## config.mk

```make
export PLATFORM = sky130hd
export DESIGN_NAME = irq_promote_mode_lowpower_ctrl
export DESIGN_NICKNAME = d
export VERILOG_FILES = /design/src/include/irq_promote_pkg.sv /design/src/rtl/irq_promote_mode_lowpower_ctrl.sv
export SDC_FILE = /design/constraint.sdc
export NUM_CORES = 1
export LEC_CHECK = 0
export ABC_AREA = 0
export BUFFER_PORTS_ARGS = -buffer_cell sky130_fd_sc_hd__buf_2
export CAP_MARGIN = 20
export CORE_MARGIN = 2
export CORE_UTILIZATION = 27
export DETAILED_ROUTE_END_ITERATION = 12
export PLACE_DENSITY = 0.47
export SYNTH_ARGS = -nofsm -noshare
export SYNTH_HDL_FRONTEND = slang
export SYNTH_SLANG_ARGS = --single-unit
```

## constraint.sdc

```tcl
create_clock -name ref_clk -period 2.4 [get_ports ref_clk]
set_input_delay 0.48 -clock ref_clk [delete_from_list [all_inputs] [get_ports ref_clk]]
set_output_delay 0.48 -clock ref_clk [all_outputs]
set_load 0.02 [all_outputs]
```

## src/include/irq_promote_pkg.sv

```systemverilog
// Purpose: shared constants and types for the promotion, mode and
//   low-power control block
// Assumes: 20 MHz ref_clk; one 8-bit control register plus status
package irq_promote_pkg;

  localparam int ADDR_W = 4;
  localparam logic [ADDR_W-1:0] CTRL_OFFSET = 4'h0;
  localparam logic [ADDR_W-1:0] STAT_OFFSET = 4'h1;

  localparam int BOOT_BIT = 7;
  localparam int SPECIAL_MODE_FLAG_BIT = 6;
  localparam int MDA_BIT = 5;
  localparam int IRV_BIT = 4;
  localparam int PSEL_LSB = 0;

  localparam logic [3:0] PSEL_RESET = 4'h5;
  localparam logic [3:0] PSEL_RESERVED = 4'h5;
  localparam logic [3:0] PSEL_EXT_IRQ = 4'h6;

  // fixed order of the maskable sources, highest first
  localparam logic [63:0] FIXED_ORDER = 64'h6789_ABCD_EF01_2345;

  localparam int STOP_DELAY_LONG = 4064;
  localparam int STOP_DELAY_SHORT = 4;
  localparam int DELAY_W = 12;
  localparam logic [DELAY_W-1:0] DELAY_LONG_CNT = DELAY_W'(STOP_DELAY_LONG - 1);
  localparam logic [DELAY_W-1:0] DELAY_SHORT_CNT = DELAY_W'(STOP_DELAY_SHORT - 1);
  localparam logic [1:0] LATCH_WAIT = 2'h2;

  typedef enum logic [1:0] {
    MODE_SINGLE_CHIP,
    MODE_EXPANDED,
    MODE_BOOTSTRAP,
    MODE_TEST
  } op_mode_t;

  typedef struct packed {
    logic i_mask;
    logic x_mask;
    logic stop_disable;
  } condition_flags_t;

  typedef struct packed {
    logic wait_instr;
    logic stop_instr;
  } power_instr_t;

endpackage

```

## src/rtl/irq_promote_mode_lowpower_ctrl.sv

```systemverilog
// Purpose: interrupt promotion, operating mode latch and wait/stop control
// Assumes: requests arrive already gated by their local enables;
//   mode pins and high priority request are asynchronous pins
// Notes: all outputs registered; read data valid the cycle after rd_stb
//
// Decided for this implementation: the plain strobed port and the address map.
`timescale 1ns/1ps
`default_nettype none
module irq_promote_mode_lowpower_ctrl (
  input wire logic ref_clk,
  input wire logic rst_n,
  input wire logic [irq_promote_pkg::ADDR_W-1:0] addr,
  input wire logic [7:0] wr_data,
  input wire logic wr_stb,
  input wire logic rd_stb,
  output logic [7:0] rd_data,
  input wire logic mode_pin_a,
  input wire logic mode_pin_b,
  input wire irq_promote_pkg::condition_flags_t condition_flags_register,
  input wire irq_promote_pkg::power_instr_t power_instr,
  input wire logic watchdog_enable,
  input wire logic restart_delay_select,
  input wire logic [15:0] irq_requests,
  input wire logic high_pri_ext_request,
  output logic grant_valid,
  output logic [3:0] grant_source,
  output logic grant_high_pri,
  output logic stack_state,
  output logic resume_next,
  output logic core_halted,
  output logic osc_run,
  output logic timer_clk_run,
  output logic bus_clk_run,
  output logic high_addr_drive,
  output logic boot_rom_map,
  output logic internal_read_visible,
  output irq_promote_pkg::op_mode_t op_mode
);
  import irq_promote_pkg::*;

  typedef enum logic [1:0] {RUN, WAITING, STOPPED, RECOVER} power_state_t;

  logic [1:0] mode_a_sync_reg;
  logic [1:0] mode_b_sync_reg;
  logic [1:0] high_pri_ext_request_sync_reg;
  logic [1:0] latch_cnt_reg;
  logic latched_reg;
  logic special_mode_flag_reg;
  logic mode_select_a_flag_reg;
  logic boot_rom_enable_reg;
  logic irv_reg;
  logic [3:0] promotion_select_field_reg;
  power_state_t state_reg;
  power_state_t state_next;
  logic [DELAY_W-1:0] delay_cnt_reg;
  logic stop_by_high_pri_ext_request_reg;
  logic latch_now;
  logic ctrl_wr;
  logic high_pri_ext_request_req;
  logic [15:0] masked_req;
  logic irq_pending;
  logic [3:0] win_code;
  logic wake_any;

  // resolve the winning maskable source, promoted one first
  function automatic logic [3:0] pick_source(input logic [15:0] req,
                                             input logic [3:0] psel);
    logic [3:0] p;
    logic [3:0] code;
    logic found;
    p = (psel == PSEL_RESERVED) ? PSEL_EXT_IRQ : psel;
    code = p;
    found = req[p];
    for (int i = 15; i >= 0; i--)
    begin
      if (!found && req[FIXED_ORDER[i*4 +: 4]])
      begin
        code = FIXED_ORDER[i*4 +: 4];
        found = 1'b1;
      end
    end
    return code;
  endfunction

  // code 5 has no source of its own
  assign masked_req = irq_requests & ~(16'h0001 << PSEL_RESERVED);
  assign irq_pending = |masked_req;
  assign win_code = pick_source(masked_req, promotion_select_field_reg);
  assign high_pri_ext_request_req = high_pri_ext_request_sync_reg[1];
  assign latch_now = !latched_reg && (latch_cnt_reg == LATCH_WAIT);
  assign ctrl_wr = wr_stb && (addr == CTRL_OFFSET);
  assign wake_any = (irq_pending && !condition_flags_register.i_mask) ||
                    (high_pri_ext_request_req && !condition_flags_register.x_mask);

  always_ff @(posedge ref_clk or negedge rst_n)
  begin
    if (!rst_n)
    begin
      mode_a_sync_reg <= 2'h0;
      mode_b_sync_reg <= 2'h0;
      high_pri_ext_request_sync_reg <= 2'h0;
    end
    else
    begin
      mode_a_sync_reg <= {mode_a_sync_reg[0], mode_pin_a};
      mode_b_sync_reg <= {mode_b_sync_reg[0], mode_pin_b};
      high_pri_ext_request_sync_reg <= {high_pri_ext_request_sync_reg[0], high_pri_ext_request};
    end
  end

  // pins are caught once the synchronisers carry post-release samples
  always_ff @(posedge ref_clk or negedge rst_n)
  begin
    if (!rst_n)
    begin
      latch_cnt_reg <= 2'h0;
      latched_reg <= 1'b0;
    end
    else
    begin
      if (!latched_reg && latch_cnt_reg != LATCH_WAIT)
        latch_cnt_reg <= latch_cnt_reg + 2'h1;
      if (latch_now)
        latched_reg <= 1'b1;
    end
  end

  always_ff @(posedge ref_clk or negedge rst_n)
  begin
    if (!rst_n)
    begin
      special_mode_flag_reg <= 1'b0;
      mode_select_a_flag_reg <= 1'b0;
      boot_rom_enable_reg <= 1'b0;
    end
    else if (latch_now)
    begin
      special_mode_flag_reg <= ~mode_b_sync_reg[1];
      mode_select_a_flag_reg <= mode_a_sync_reg[1];
      boot_rom_enable_reg <= ~mode_b_sync_reg[1] & ~mode_a_sync_reg[1];
    end
    else if (ctrl_wr && special_mode_flag_reg)
    begin
      special_mode_flag_reg <= wr_data[SPECIAL_MODE_FLAG_BIT];
      mode_select_a_flag_reg <= wr_data[MDA_BIT];
      boot_rom_enable_reg <= wr_data[BOOT_BIT] & wr_data[SPECIAL_MODE_FLAG_BIT];
    end
  end

  always_ff @(posedge ref_clk or negedge rst_n)
  begin
    if (!rst_n)
      irv_reg <= 1'b0;
    else if (!special_mode_flag_reg)
      irv_reg <= 1'b0;
    else if (ctrl_wr)
      irv_reg <= wr_data[IRV_BIT] & wr_data[SPECIAL_MODE_FLAG_BIT];
  end

  always_ff @(posedge ref_clk or negedge rst_n)
  begin
    if (!rst_n)
      promotion_select_field_reg <= PSEL_RESET;
    else if (ctrl_wr && condition_flags_register.i_mask)
      promotion_select_field_reg <= wr_data[PSEL_LSB +: 4];
  end

  always_ff @(posedge ref_clk or negedge rst_n)
  begin
    if (!rst_n)
      rd_data <= 8'h00;
    else if (rd_stb && addr == CTRL_OFFSET)
      rd_data <= {boot_rom_enable_reg & special_mode_flag_reg,
                  special_mode_flag_reg, mode_select_a_flag_reg,
                  irv_reg, promotion_select_field_reg};
    else if (rd_stb && addr == STAT_OFFSET)
      rd_data <= {2'h0, state_reg, op_mode, latched_reg, high_pri_ext_request_req};
    else
      rd_data <= 8'h00;
  end

  always_comb
  begin
    state_next = state_reg;
    unique case (state_reg)
      RUN:
      begin
        if (power_instr.wait_instr)
          state_next = WAITING;
        else if (power_instr.stop_instr &&
                 !condition_flags_register.stop_disable)
          state_next = STOPPED;
      end
      WAITING:
        if (wake_any)
          state_next = RUN;
      STOPPED:
        if ((irq_requests[PSEL_EXT_IRQ] && !condition_flags_register.i_mask)
            || high_pri_ext_request_req)
          state_next = RECOVER;
      RECOVER:
        if (delay_cnt_reg == '0)
          state_next = RUN;
    endcase
  end

  // reset always lands in RUN, fetching from the reset vector
  always_ff @(posedge ref_clk or negedge rst_n)
  begin
    if (!rst_n)
      state_reg <= RUN;
    else
      state_reg <= state_next;
  end

  always_ff @(posedge ref_clk or negedge rst_n)
  begin
    if (!rst_n)
    begin
      delay_cnt_reg <= '0;
      stop_by_high_pri_ext_request_reg <= 1'b0;
    end
    else if (state_reg == STOPPED && state_next == RECOVER)
    begin
      delay_cnt_reg <= restart_delay_select ? DELAY_LONG_CNT
                                            : DELAY_SHORT_CNT;
      stop_by_high_pri_ext_request_reg <= high_pri_ext_request_req &&
        !(irq_requests[PSEL_EXT_IRQ] && !condition_flags_register.i_mask);
    end
    else if (state_reg == RECOVER && delay_cnt_reg != '0)
      delay_cnt_reg <= delay_cnt_reg - DELAY_W'(1);
  end

  always_ff @(posedge ref_clk or negedge rst_n)
  begin
    if (!rst_n)
    begin
      stack_state <= 1'b0;
      resume_next <= 1'b0;
    end
    else
    begin
      stack_state <= state_reg == RUN && power_instr.wait_instr;
      resume_next <= state_reg == RECOVER && state_next == RUN &&
                     stop_by_high_pri_ext_request_reg &&
                     condition_flags_register.x_mask;
    end
  end

  // grants only outside low-power states; x mask clear services high_pri_ext_request
  always_ff @(posedge ref_clk or negedge rst_n)
  begin
    if (!rst_n)
    begin
      grant_valid <= 1'b0;
      grant_high_pri <= 1'b0;
      grant_source <= 4'h0;
    end
    else
    begin
      grant_high_pri <= state_next == RUN && high_pri_ext_request_req &&
                        !condition_flags_register.x_mask;
      grant_valid <= state_next == RUN && irq_pending &&
                     !condition_flags_register.i_mask;
      grant_source <= win_code;
    end
  end

  always_ff @(posedge ref_clk or negedge rst_n)
  begin
    if (!rst_n)
    begin
      core_halted <= 1'b0;
      osc_run <= 1'b1;
      timer_clk_run <= 1'b1;
      bus_clk_run <= 1'b1;
    end
    else
    begin
      core_halted <= state_next != RUN;
      osc_run <= state_next != STOPPED;
      timer_clk_run <= !(state_next == STOPPED || state_next == RECOVER ||
                         (state_next == WAITING &&
                          condition_flags_register.i_mask &&
                          !watchdog_enable));
      bus_clk_run <= state_next != STOPPED &&
                     state_next != RECOVER;
    end
  end

  always_ff @(posedge ref_clk or negedge rst_n)
  begin
    if (!rst_n)
    begin
      high_addr_drive <= 1'b0;
      boot_rom_map <= 1'b0;
      internal_read_visible <= 1'b0;
      op_mode <= MODE_SINGLE_CHIP;
    end
    else
    begin
      high_addr_drive <= mode_select_a_flag_reg;
      boot_rom_map <= boot_rom_enable_reg & special_mode_flag_reg;
      internal_read_visible <= irv_reg;
      op_mode <= op_mode_t'({special_mode_flag_reg,
                             mode_select_a_flag_reg});
    end
  end

endmodule
`default_nettype wire

```

=== Yosys cells after proc, flatten, opt, wreduce, memory -nomap -nowiden ===
Cells that the tools add are included.

* Flip-flop bits (word level): 57
* Input bits: 42
* Output and inout port bits: 25
* Logic and storage cells: 175

* Add/subtract/negate cells: 2
* $lt $le $gt $ge: 1
* Equality and inequality tests: 13
* Mux-type cells: 51
* Bitwise gates (word level): 6
* Reductions and logical operators: 75

{| class="wikitable"
|+ Operators by type and width
! kind !! number
|-
| 4-bit two-way mux || 16
|-
| 1-bit logical AND || 40
|-
| 12-bit two-way mux || 3
|-
| 1-bit two-way mux || 23
|-
| 1-bit zero test || 22
|-
| 15-bit OR reduction || 1
|-
| 12-bit zero test || 1
|-
| 12-bit nonzero test || 1
|-
| 12-bit by 1-bit subtractor with 12-bit output (second input constant) || 1
|-
| 2-bit equality test (second input constant) || 5
|-
| 2-bit two-way mux || 5
|-
| 8-bit two-way mux || 1
|-
| 2-bit case mux with 4 select lines || 1
|-
| 6-bit two-way mux || 1
|-
| 2-bit inequality test (second input constant) || 3
|-
| 2-bit nonzero test || 3
|-
| 4-bit by 5-bit < comparator with 1-bit output (second input constant) || 1
|-
| 1-bit AND || 4
|-
| 1-bit binary-select mux with 4-bit select || 1
|-
| 2-bit by 1-bit equality test with 1-bit output (second input constant) || 2
|-
| 4-bit by 1-bit equality test with 1-bit output (second input constant) || 1
|-
| 4-bit by 3-bit equality test with 1-bit output (second input constant) || 1
|-
| 2-bit zero test || 2
|-
| 4-bit zero test || 1
|-
| other kinds (4) || 8
|}

=== Longest topological paths before layout ===
Gate-level depths: netlist of the first run.

* Depth in word-level cells: 49
* Gate-level depth with buffers: 8
* Mapped depth without buffers: 8

=== Worst setup path after synthesis of the first run ===
Ideal clock, no wire load.

* Path kind: input -> register
* From: input irq_requests[8]
* To: register resume_next
* Setup time: 0.159 ns
* Arrival: 2.140 ns
* Required time: 2.241 ns
* Path slack: 0.101 ns
* Stages: 6
* Buffers on the path: 0
* Cell sequence: or4_4 nor4b_4 a31oi_1 or4_4 nand4b_4 nor3_1

* Longest elaborated chain between the ends: 9

{| class="wikitable"
|+ Ends and longest elaborated chain
! item !! RTL line !! RTL
|-
| start: declaration || irq_promote_mode_lowpower_ctrl.sv:23 || <nowiki>input wire logic [15:0] irq_requests,</nowiki>
|-
| 15-bit OR reduction || irq_promote_mode_lowpower_ctrl.sv:87 || <nowiki>assign irq_pending = |masked_req;</nowiki>
|-
| 1-bit logical AND || irq_promote_mode_lowpower_ctrl.sv:92 || <nowiki>assign wake_any = (irq_pending && !condition_flags_register.i_mask) ||</nowiki>
|-
| 1-bit logical OR || irq_promote_mode_lowpower_ctrl.sv:92 ||
|-
| 2-bit two-way mux || irq_promote_mode_lowpower_ctrl.sv:195 || <nowiki>if (wake_any)</nowiki>
|-
| 2-bit case mux with 4 select lines || irq_promote_mode_lowpower_ctrl.sv:185 || <nowiki>unique case (state_reg)</nowiki>
|-
| net state_next[0] || irq_promote_mode_lowpower_ctrl.sv:54 || <nowiki>power_state_t state_next;</nowiki>
|-
| 2-bit zero test || irq_promote_mode_lowpower_ctrl.sv:244 || <nowiki>resume_next <= state_reg == RECOVER && state_next == RUN &&</nowiki>
|-
| 1-bit logical AND (2 in series) || irq_promote_mode_lowpower_ctrl.sv:244 ||
|-
| 1-bit logical AND || irq_promote_mode_lowpower_ctrl.sv:245 || <nowiki>stop_by_high_pri_ext_request_reg &&</nowiki>
|-
| end signal: assignment || irq_promote_mode_lowpower_ctrl.sv:244 ||
|-
| end: declaration || irq_promote_mode_lowpower_ctrl.sv:29 || <nowiki>output logic resume_next,</nowiki>
|}

The timed path passes the listed nets, and every way through them passes these cells.
A chain may end at the register's enable or synchronous reset.

=== Final worst setup path of the first run ===
* From: register promotion_select_field_reg[0]
* To: register grant_source[0]

* Longest elaborated chain between the ends: 49
* Elaborated cells on any way between the ends: 63
* Classes of those cells: eq/ne (1); mux (32); reduce/logical (30)

{| class="wikitable"
|+ Ends and longest elaborated chain
! item !! RTL line !! RTL
|-
| start: declaration || irq_promote_mode_lowpower_ctrl.sv:52 || <nowiki>logic [3:0] promotion_select_field_reg;</nowiki>
|-
| start signal: assignment || irq_promote_mode_lowpower_ctrl.sv:165 || <nowiki>promotion_select_field_reg <= wr_data[PSEL_LSB +: 4];</nowiki>
|-
| 4-bit by 3-bit equality test with 1-bit output || irq_promote_mode_lowpower_ctrl.sv:71 || <nowiki>p = (psel == PSEL_RESERVED) ? PSEL_EXT_IRQ : psel;</nowiki>
|-
| 4-bit two-way mux (*) || irq_promote_mode_lowpower_ctrl.sv:71 ||
|-
| 1-bit binary-select mux with 4-bit select || irq_promote_mode_lowpower_ctrl.sv:73 || <nowiki>found = req[p];</nowiki>
|-
| 1-bit two-way mux (not written as such) || irq_promote_mode_lowpower_ctrl.sv:73 ||
|-
| 1-bit zero test || irq_promote_mode_lowpower_ctrl.sv:76 || <nowiki>if (!found && req[FIXED_ORDER[i*4 +: 4]])</nowiki>
|-
| 1-bit logical AND || irq_promote_mode_lowpower_ctrl.sv:76 ||
|-
| 1-bit two-way mux || irq_promote_mode_lowpower_ctrl.sv:76 ||
|-
| 1-bit zero test || irq_promote_mode_lowpower_ctrl.sv:76 ||
|-
| (+34 left out) || -- ||
|-
| 1-bit two-way mux || irq_promote_mode_lowpower_ctrl.sv:76 ||
|-
| 1-bit zero test || irq_promote_mode_lowpower_ctrl.sv:76 ||
|-
| 1-bit logical AND || irq_promote_mode_lowpower_ctrl.sv:76 ||
|-
| 1-bit two-way mux || irq_promote_mode_lowpower_ctrl.sv:76 ||
|-
| 1-bit zero test || irq_promote_mode_lowpower_ctrl.sv:76 ||
|-
| 1-bit logical AND || irq_promote_mode_lowpower_ctrl.sv:76 ||
|-
| 4-bit two-way mux (*) || irq_promote_mode_lowpower_ctrl.sv:76 ||
|-
| net win_code[0] || irq_promote_mode_lowpower_ctrl.sv:62 || <nowiki>logic [3:0] win_code;</nowiki>
|-
| end signal: assignment || irq_promote_mode_lowpower_ctrl.sv:265 || <nowiki>grant_source <= win_code;</nowiki>
|-
| end: declaration || irq_promote_mode_lowpower_ctrl.sv:26 || <nowiki>output logic [3:0] grant_source,</nowiki>
|}

The timed path passes the listed nets; every way through them passes the cells marked *. The select of a mux whose other input is x is not followed.

==> results of run 1 <==
power by group through the flow:
stage / registers (W) / logic, W / clock network (W)
final: 0.00107 / 0.000370 / 0.000520
after global routing: 0.00108 / 0.000410 / 0.000590
after CTS: 0.00107 / 0.000375 / 0.000545
after detailed placement: 0.00109 / 0.000374 / 0
after global placement: 0.00109 / 0.000373 / 0
after floorplan: 0.00111 / 0.000171 / 0
what timing repair did:
item	CTS	global route
setup endpoints to repair	0	11
resized for setup	0	6
buffers inserted	0	2
layout make-up:
type,instances,area (um2)
clock buffer,5,68.8
clock inverter,3,23.8
fill,1019,6290
inverter,14,52.6
multi-input combinational,167,1160
sequential,56,1410
tap,133,166
timing repair buffer,85,473
layer usage:
layer  GRT usage, %  vias up  share of wire [%]
met5              0        -                  0
li1               -     1037                  -
met2           20.1       60                 47
met1           17.3      984                 47
met3           2.51        3                4.9
met4           4.15        0               0.57
metrics by stage:
stage	hold WS (ns)	instance area [um2]	setup WS (ns)	utilization, %
floorplan	0.184	2640	0.101	-
global placement	0.335	3220	-0.142	33.5
detailed placement	0.335	3220	-0.175	33.5
CTS	0.152	3320	0.0359	34.4
global route	0.166	3350	-0.0314	34.8
finish	0.135	3350	0.0902	34.8
cell usage in the layout, fill, tap and decap left out, drive strengths merged, types with 2 or more instances in the layout:
cell type / netlist / final
nand3: 4 / 4
mux2: 5 / 5
nor3: 16 / 16
or4: 6 / 6
nand2: 12 / 12
nor2: 22 / 22
and3b: 2 / 2
xor2: 3 / 3
ha: 2 / 2
dfrtp: 51 / 51
nand2b: 4 / 4
mux4: 2 / 2
nor2b: 2 / 2
buf: 2 / 85
nand4: 4 / 4
o311ai: 2 / 2
a21oi: 15 / 15
clkbuf: 6 / 5
a31oi: 7 / 7
and2: 4 / 4
nor3b: 4 / 4
o21ai: 10 / 10
xnor2: 10 / 10
clkinvlp: 0 / 2
o211ai: 5 / 5
dfstp: 5 / 5
inv: 14 / 14
mux2i: 7 / 7
or3: 5 / 5
a21boi: 2 / 2
worst reg2reg max path, cell delays in order (launching register included):
cell and delay, ns:
dfstp_2 0.58, mux4_1 0.54, mux2_2 0.28, nand2_1 0.09, o311ai_1 0.13, a2111oi_0 0.49
a21oi_1 0.08
kinds of logic (layout without fill, tap and decap cells):
kind of cell / Yosys count / count (layout) / share of synthesized area, %
simple gates: 91 / 91 / 20.4
mux: 14 / 14 / 6.64
fa+ha+maj: 2 / 2 / 0.948
compound gates: 47 / 47 / 11.1
flops: 56 / 56 / 53.3
buf+inv: 22 / 107 / 3.32
xor+xnor: 13 / 13 / 4.31
worst max path at each step:
stage | startpoint | to | slack, ns | cells after the start
2_1_floorplan | irq_requests[8] | resume_next | 0.10 | 6
3_3_place_gp | irq_requests[8] | resume_next | -0.14 | 7
3_5_place_dp | irq_requests[8] | resume_next | -0.18 | 7
4_1_cts | delay_cnt_reg[0] | resume_next | 0.04 | 7
5_1_grt | delay_cnt_reg[0] | delay_cnt_reg[11] | -0.03 | 8
6_report | promotion_select_field_reg[0] | grant_source[0] | 0.09 | 6
==> metrics.md, run 1 <==
| Metric | Value |
|---|---|
| Routed WL per cell | roughly 14 um |
| Gate Count Post-Synth | about 250 |
| R2R depth | 6 |
| Worst r2r src | promotion_select_field_reg[0] |
| Hold buffer count at CTS | 0 |
| Top delay family on crit path | multiplexers |
| Max reg flops | 12 |
| Post-synth top area cell | dfrtp_1 |
| Clock latency at the later pin of the worst-skew pair | 0.31 ns |
| DP Wirelength | just under 5000 um |
| Crit path DAT | ~2.5 ns |
| Max VDD drop | 0.259 mV |
| Clock power frac | 26.6% |
| Crit-path cells | mux4_1, mux2_2, nand2_1, o311ai_1, a2111oi_0, a21oi_1 |
| Unrepaired setup endpoints after global routing | true |
| Antenna violations before repair | 0 |
| CTS tree | yes |
| Max cap viols | 0 |
| Flop pwr share | a little over half |
| Initial DRC count | 60 |
| Die Y | about 100 um |
| Critical path's slowest cell | dfstp_2 |
| RePlAce Congestion | 0.903 |
| CTS Buffer Depth | 2 |
| Crit Path Class | reg2reg |
| Nets | approximately 370 |
| Top_reg_cell synth | dfrtp_1 |
| Switch share | between 20% and 30% |
| Ys Warns | 0 |
| Final setup TNS | 0 ns |
| Max frequency | about 430 MHz |
| # setup viols final | 0 |
| Mean Syn Cell Area | about 11 um2 |
| IO Count | 67 |
| Netlist cell types | between 40 and 50 |
| Placed cell count | approximately 450 |
| # diodes | 0 |
| Final hold viol count | 0 |
| Status | complete, no violations |
| Post-synth top cells | 51 x dfrtp_1, 22 x nor2_1, 16 x nor3_1, 15 x a21oi_1, 14 x inv_1 |
| Sink Count | between 50 and 60 |
| Worst-path maximum fanout | 3 |
| Critical Path RT | between 2 and 3 ns |
| Vias in the first global route | between 2k and 2.5k |
| Seq cells post-synth | 56 |
| Tightest Pin Transition | between 0.6 and 0.7 ns |
| Core area | around 9600 um2 |
| Leakage Power | 1.48 nW |
| Reg-to-Reg End | grant_source[0] |
| Detailed Route WL | 6310 um |
| Post-route ant nets | 0 |
| Layout cells sized above 1 | a little over a third |
| Std-Cell Rows | 36 |
| Crit. End Element | flop |
| Critical path launch point type | flop |
| Net Sw Power | about 0.00057 W |
| GR Overflow Total | 0 |
| Area grow syn2layout | 27.0% |
| Pint | around 0.0014 W |
| Global-route wire length before repair | ~10,000 um |
| Starting Density | between 20 and 30% |
| CP bufs+invs | 0 |
| Synth top area share | 48.3% |
| Root buffer cell | clkbuf_8 |
| Synth Cell Area | 2640 um2 |
| Flop2flop setup slack | ~0.09 ns |
| GRT Total Usage | between 10 and 15% |
| Largest net degree at the start of global routing | 26 |
| Top-count cell post-synth | dfrtp_1 |
| Comb pwr share | a little under a fifth |
| Max Clock Skew | between 0.01 and 0.015 ns |
| PD cells | 584 nW/um2 |
| Residual DRC count | 0 |
| Clock slew at the register clock pins of the worst setup and hold paths | approximately 0.10 ns |
| I/O Buffers | between 60 and 70 |
| Fin crit share | between 90% and 100% |
| CP max stage delay | around 0.58 ns |
| Die Width | slightly above 100 um |
| EDFF count, synth | 0 |
| Ys async rst share | between 90% and 100% |
| Worst slew margin | roughly three fifths |
| Max-slew violation count | 0 |
| Register area share after synthesis | approximately 53% |
| Worst Hold Class | in2async |
| Crit path time final | 2.31 ns |
| Net count after synthesis | 289 |
| DR pass1 iterations | 4 |
| Pwr Total | 0.00196 W |
| H-tree depth | 2 |
| Total CTS buffers | 5 |
| Vias per cell | about 4.5 |
| Vias post-DR | ~2.1k |
| Non-filler cells in the finished layout | between 400 and 500 |
| Largest cells by area after synthesis | dfrtp_1 48%, dfstp_2 5.0%, xnor2_1 3.3% |
| Die area | 10,600 um2 |
No activity file was read; power rests on OpenSTA's default activity.
==> run 2: changes to the inputs <==
--- a/config.mk
+++ b/config.mk
@@ -9,9 +9,9 @@
 export BUFFER_PORTS_ARGS = -buffer_cell sky130_fd_sc_hd__buf_2
 export CAP_MARGIN = 20
 export CORE_MARGIN = 2
-export CORE_UTILIZATION = 27
+export CORE_UTILIZATION = 53
 export DETAILED_ROUTE_END_ITERATION = 12
-export PLACE_DENSITY = 0.47
+export PLACE_DENSITY = 0.81
 export SYNTH_ARGS = -nofsm -noshare
 export SYNTH_HDL_FRONTEND = slang
 export SYNTH_SLANG_ARGS = --single-unit
==> run 2 against run 1 <==
Against the previous run:
- global-route usage grew 11 points
- first-iteration DRC count grew 75%
- register-to-register slack lost 0.03 ns
- sequential power is essentially flat
- critical path depth grew 2
- hold slack gained 0.13 ns
- critical endpoint is now delay_cnt_reg[11]
- critical path type unchanged
==> metrics.md, run 2 (synthesis gave the netlist of run 1 again) <==
| Metric | Value |
|---|---|
| CP bufs+invs | 1 |
| Clock slew at the register clock pins of the worst setup and hold paths | around 0.10 ns |
| Fin crit share | 97.5% |
| # diodes | 0 |
| DP Wirelength | 4280 um |
| Crit-path cells | inv_2, ha_2, or4b_1, or4_4, nand4_1, or3_1, xor2_1, a21oi_1 |
| Most common cell after layout, fill and taps aside | buf_2 |
| Std-Cell Rows | 25 |
| Status | complete, no violations |
| Top delay family on crit path | simple AND/OR/NAND/NOR gates |
| Sink Count | between 50 and 60 |
| Root buffer cell | clkbuf_8 |
| Layout fillers | a little under 400 |
| CTS Buffer Depth | 2 |
| Critical path's slowest cell | or4_4 |
| Clock power frac | between 30% and 40% |
| Starting Density | a little under three fifths |
| Crit Path Class | reg2reg |
| DR pass1 iterations | 4 |
| Final Cell Area | about 3200 um2 |
| Post-route ant nets | 0 |
| Critical path launch point type | flop |
| Critical Path RT | about 2.6 ns |
| Total CTS buffers | 5 |
| Vias in the first global route | between 2k and 2.5k |
| Crit path DAT | between 2 and 3 ns |
| Residual DRC count | 0 |
| Max Clock Skew | approximately 0.0088 ns |
| Tightest Pin Transition | roughly 0.67 ns |
| Max cap viols | 0 |
| Crit. End Element | flop |
| Vias per cell | between 5 and 6 |
| PD cells | between 600 and 700 nW/um2 |
| Final hold viol count | 0 |
| CP max stage delay | between 0.4 and 0.5 ns |
| GR Overflow Total | 0 |
| Crit path time final | around 2.3 ns |
| Most used cells in the layout excluding fill and tap cells | 66 x buf_2, 51 x dfrtp_1, 22 x nor2_1 |
| Antenna violations before repair | 0 |
| Placed cell count | ~380 |
| Layout cells sized above 1 | 34.0% |
| IO Count | 67 |
| Area grow syn2layout | 23.1% |
| Pint | 0.00149 W |
| Max VDD drop | 0.422 mV |
| Non-filler cells in the finished layout | ~390 |
| Leakage Power | 1.47 nW |
| Max-slew violation count | 0 |
| Die Width | ~75 um |
| Comb pwr share | between 10% and 20% |
| CTS tree | yes |
| Routed WL per cell | between 10 and 15 um |
| Die Y | roughly 75 um |
| Global-route wire length before repair | around 9600 um |
| Final setup margin | between 0.05 and 0.06 ns |
| Max frequency | 427 MHz |
| Worst-path maximum fanout | 5 |
| Worst slew margin | ~56% |
| Die area | 5560 um2 |
| Core area | about 4800 um2 |
| RePlAce Congestion | between 0.9 and 1 |
| H-tree depth | 2 |
| Detailed Route WL | 5770 um |
| Net Sw Power | about 0.00057 W |
| Initial DRC count | 105 |
| Pre-CTS setup slack | -0.0996 ns |
| Largest net degree at the start of global routing | 57 |
| GRT Total Usage | 23.3% |
| I/O Buffers | between 60 and 70 |
| Utilization after layout | about two thirds |
| Nets | between 300 and 400 |
| # setup viols final | 0 |
| Flop pwr share | about half |
| Vias post-DR | 2,136 |
| Switch share | around 28% |
| Placed cell area | ~3100 um2 |
| Clock latency at the later pin of the worst-skew pair | ~0.31 ns |
| Max reg flops | 12 |
| Worst Hold Class | in2reg |
run 2: repair_timing:
item	CTS	global route
buffers inserted	0	1
gates resized for setup	0	8
setup endpoints to repair	0	9
hold buffers	0	0
run 2: area by class of cell:
class | count | area, um2 | share of cell area (%)
Clock buffer | 6 | 72.6 | 2.23
Clock inverter | 2 | 38.8 | 1.19
Inverter | 14 | 52.6 | 1.62
Multi-Input combinational cell | 167 | 1170 | 35.9
Sequential cell | 56 | 1410 | 43.3
Tap cell | 67 | 83.8 | 2.58
Timing Repair Buffer | 79 | 428 | 13.2
run 2: routing by layer:
| metal | track usage [%] | vias to the layer above | part of all wire, % |
|---|---|---|---|
| li1 | - | 1029 | - |
| met1 | 30.9 | 1025 | 44 |
| met2 | 36.8 | 72 | 47 |
| met3 | 7.05 | 10 | 6.8 |
| met4 | 7.74 | 0 | 1.6 |
| met5 | 0 | - | 0 |
run 2: worst register-to-register path, stage by stage (launching register included):
cell and delay [ns]:
dfrtp_1 0.41, inv_2 0.07, ha_2 0.18, or4b_1 0.46, or4_4 0.48, nand4_1 0.23
or3_1 0.17, xor2_1 0.16, a21oi_1 0.08
run 2: final timing paths:
kind | start | depth (start not counted) | slack (ns) | end
hold / removal | mode_pin_b | 1 | 0.27 | mode_b_sync_reg[0]
max in group asynchronous | rst_n | 2 | 1.68 | high_pri_ext_request_sync_reg[1]
min in group asynchronous | rst_n | 2 | 0.28 | stack_state
setup / recovery | delay_cnt_reg[0] | 8 | 0.06 | delay_cnt_reg[11]
setup reg to reg | delay_cnt_reg[0] | 8 | 0.06 | delay_cnt_reg[11]
hold reg to reg | high_pri_ext_request_sync_reg[0] | 0 | 0.36 | high_pri_ext_request_sync_reg[1]
run 2: power by group through the flow:
stage	registers [W]	logic (W)	clock network, W
after floorplan	0.00111	0.000171	0
after detailed placement	0.00108	0.000371	0
after global placement	0.00108	0.000367	0
final	0.00107	0.000373	0.000618
after CTS	0.00106	0.000372	0.000631
after global routing	0.00107	0.000408	0.000668
run 2: metrics by stage:
step	setup TNS [ns]	total power, W	hold slack [ns]
5_1_grt	-0.0146	0.00215	0.245
4_1_cts	0	0.00207	0.255
3_5_place_dp	-0.519	0.00145	0.336
6_report	0	0.00206	0.265
2_1_floorplan	0	0.00128	0.184
3_3_place_gp	-0.287	0.00145	0.333
==> run 3: changes to the inputs <==
--- a/config.mk
+++ b/config.mk
@@ -6,7 +6,7 @@
 export NUM_CORES = 1
 export LEC_CHECK = 0
 export ABC_AREA = 0
-export BUFFER_PORTS_ARGS = -buffer_cell sky130_fd_sc_hd__buf_2
+export BUFFER_PORTS_ARGS = -buffer_cell sky130_fd_sc_hd__clkbuf_2
 export CAP_MARGIN = 20
 export CORE_MARGIN = 2
 export CORE_UTILIZATION = 53
==> run 3 against run 2 <==
Against the previous run:
- sequential share of layout area up 0.10 points
- via count down 1.6%
- clock power down 13%
- sequential power about the same
- clock skew up 0.0052 ns
- register-to-register slack better by 0.04 ns
- combinational power down 3%
- largest cell class unchanged
==> metrics.md, run 3 (synthesis gave the netlist of run 1 again) <==
| Metric | Value |
|---|---|
| Area grow syn2layout | 22.8% |
| I/O Buffers | 65 |
| PD cells | just over 600 nW/um2 |
| Core area | approximately 4800 um2 |
| Max frequency | about 430 MHz |
| Worst slew margin | 55.9% |
| Max VDD drop | 0.434 mV |
| Detailed Route WL | about 5700 um |
| Crit Path Class | reg2reg |
| Vias per cell | around 5.4 |
| Die Y | ~75 um |
| Routed WL per cell | approximately 14 um |
| Nets | roughly 370 |
| Residual DRC count | 0 |
| Antenna violations before repair | 0 |
| Area taken by multi-input logic gates | approximately 1200 um2 |
| Critical Path RT | 2.57 ns |
| Root buffer cell | clkbuf_8 |
| RePlAce Congestion | roughly 0.96 |
| Clock latency at the later pin of the worst-skew pair | between 0.3 and 0.4 ns |
| # setup viols final | 0 |
| Register Area | between 1000 and 1500 um2 |
| Tightest Pin Transition | between 0.6 and 0.7 ns |
| Global-route wire length before repair | 9720 um |
| Status | complete, no violations |
| CP max stage delay | 0.58 ns |
| Leakage Power | 1.46 nW |
| Worst-path maximum fanout | 4 |
| Max cap viols | 0 |
| Layout cells sized above 1 | approximately a third |
| Vias in the first global route | 2,078 |
| Max reg flops | 12 |
| Hold buffer count at CTS | 0 |
| Post-route ant nets | 0 |
| CTS Buffer Depth | 2 |
| Final hold viol count | 0 |
| Fin crit share | 95.9% |
| Final hold slack | ~0.26 ns |
| Top delay family on crit path | multiplexers |
| Worst Hold Class | in2reg |
| CP bufs+invs | 0 |
| Largest net degree at the start of global routing | 57 |
| GRT Total Usage | around 23% |
| Crit. End Element | flop |
| Critical path launch point type | flop |
| Most common cell after layout, fill and taps aside | clkbuf_2 |
| IO Count | 67 |
| Std-Cell Rows | 25 |
| GR Overflow Total | 0 |
| Critical path's slowest cell | dfstp_2 |
| Max Clock Skew | 0.0141 ns |
| Placed cell count | approximately 380 |
| Utilization after layout | between 60% and 70% |
| Layout fillers | approximately 370 |
| Starting Density | around 56% |
| Non-filler cells in the finished layout | a little under 400 |
| Unrepaired setup endpoints after global routing | false |
| Initial DRC count | 73 |
| Crit path time final | 2.30 ns |
| Crit-path cells | mux4_1, mux2_2, nand2_1, o311ai_1, a2111oi_0, a21oi_1 |
| Die area | roughly 5600 um2 |
| Vias post-DR | 2,101 |
| Most used cells in the layout excluding fill and tap cells | 65 x clkbuf_2, 51 x dfrtp_1, 22 x nor2_1 |
| H-tree depth | 2 |
| Die Width | between 70 and 80 um |
| DR pass1 iterations | 6 |
| Crit path DAT | roughly 2.5 ns |
| CTS tree | yes |
| Total CTS buffers | 5 |
| Max-slew violation count | 0 |
| DP Wirelength | about 4200 um |
| Clock slew at the register clock pins of the worst setup and hold paths | between 0.1 and 0.15 ns |
| # diodes | 0 |
| Sink Count | 56 |
-- run 3: cell count changes in the layout (fill, tap and decap cells not counted), sizes merged --
cell	change
buf	-64
bufinv	-1
clkbuf	+64
clkinv	+1
clkinvlp	+1
-- run 3: path summary, 6_finish.rpt --
| kind | start | endpoint | slack [ns] | depth (start not counted) |
|---|---|---|---|---|
| min in group asynchronous | rst_n | delay_cnt_reg[9] | 0.28 | 2 |
| max in group asynchronous | rst_n | promotion_select_field_reg[1] | 1.67 | 2 |
| hold reg to reg | mode_a_sync_reg[0] | mode_a_sync_reg[1] | 0.36 | 0 |
| setup reg to reg | promotion_select_field_reg[0] | grant_source[0] | 0.1 | 6 |
| setup / recovery | promotion_select_field_reg[0] | grant_source[0] | 0.1 | 6 |
| hold / removal | mode_pin_b | mode_b_sync_reg[0] | 0.26 | 1 |
-- run 3: what timing repair did --
item                       4_1_cts  5_1_grt
gates resized for setup          0        7
buffers inserted                 0        1
setup endpoints to repair        0        7
-- run 3: power by group --
| group | switching (W) | internal, W |
|---|---|---|
| Sequential | 0.0000572 | 0.00101 |
| Clock | 0.000320 | 0.000215 |
| Combinational | 0.000200 | 0.000162 |
-- run 3: layer usage --
layer	vias up	routed length, um	track usage (%)
li1	1030	-	-
met1	988	2500	31.3
met2	72	2760	37.3
met3	11	330	4.47
met4	0	85	7.54
met5	-	0	0
-- run 3: cell type report --
cell class	count	share of cell area, %
clock inverters	3	0.849
repair buffers	80	13.4
multi-input cells	167	36.0
inverters	14	1.62
flip-flops and latches	56	43.4
well taps	67	2.59
clock buffers	5	2.12
-- run 3: per-stage QoR --
stage               power, W  worst slack [ns]  TNS (ns)  cell area, um2
global placement     0.00144           -0.0482    -0.182            3110
finish               0.00196            0.0983         0            3240
CTS                  0.00198            0.0755         0            3210
global route         0.00207            0.0117         0            3240
floorplan            0.00128             0.101         0            2640
detailed placement   0.00145           -0.0791    -0.400            3110
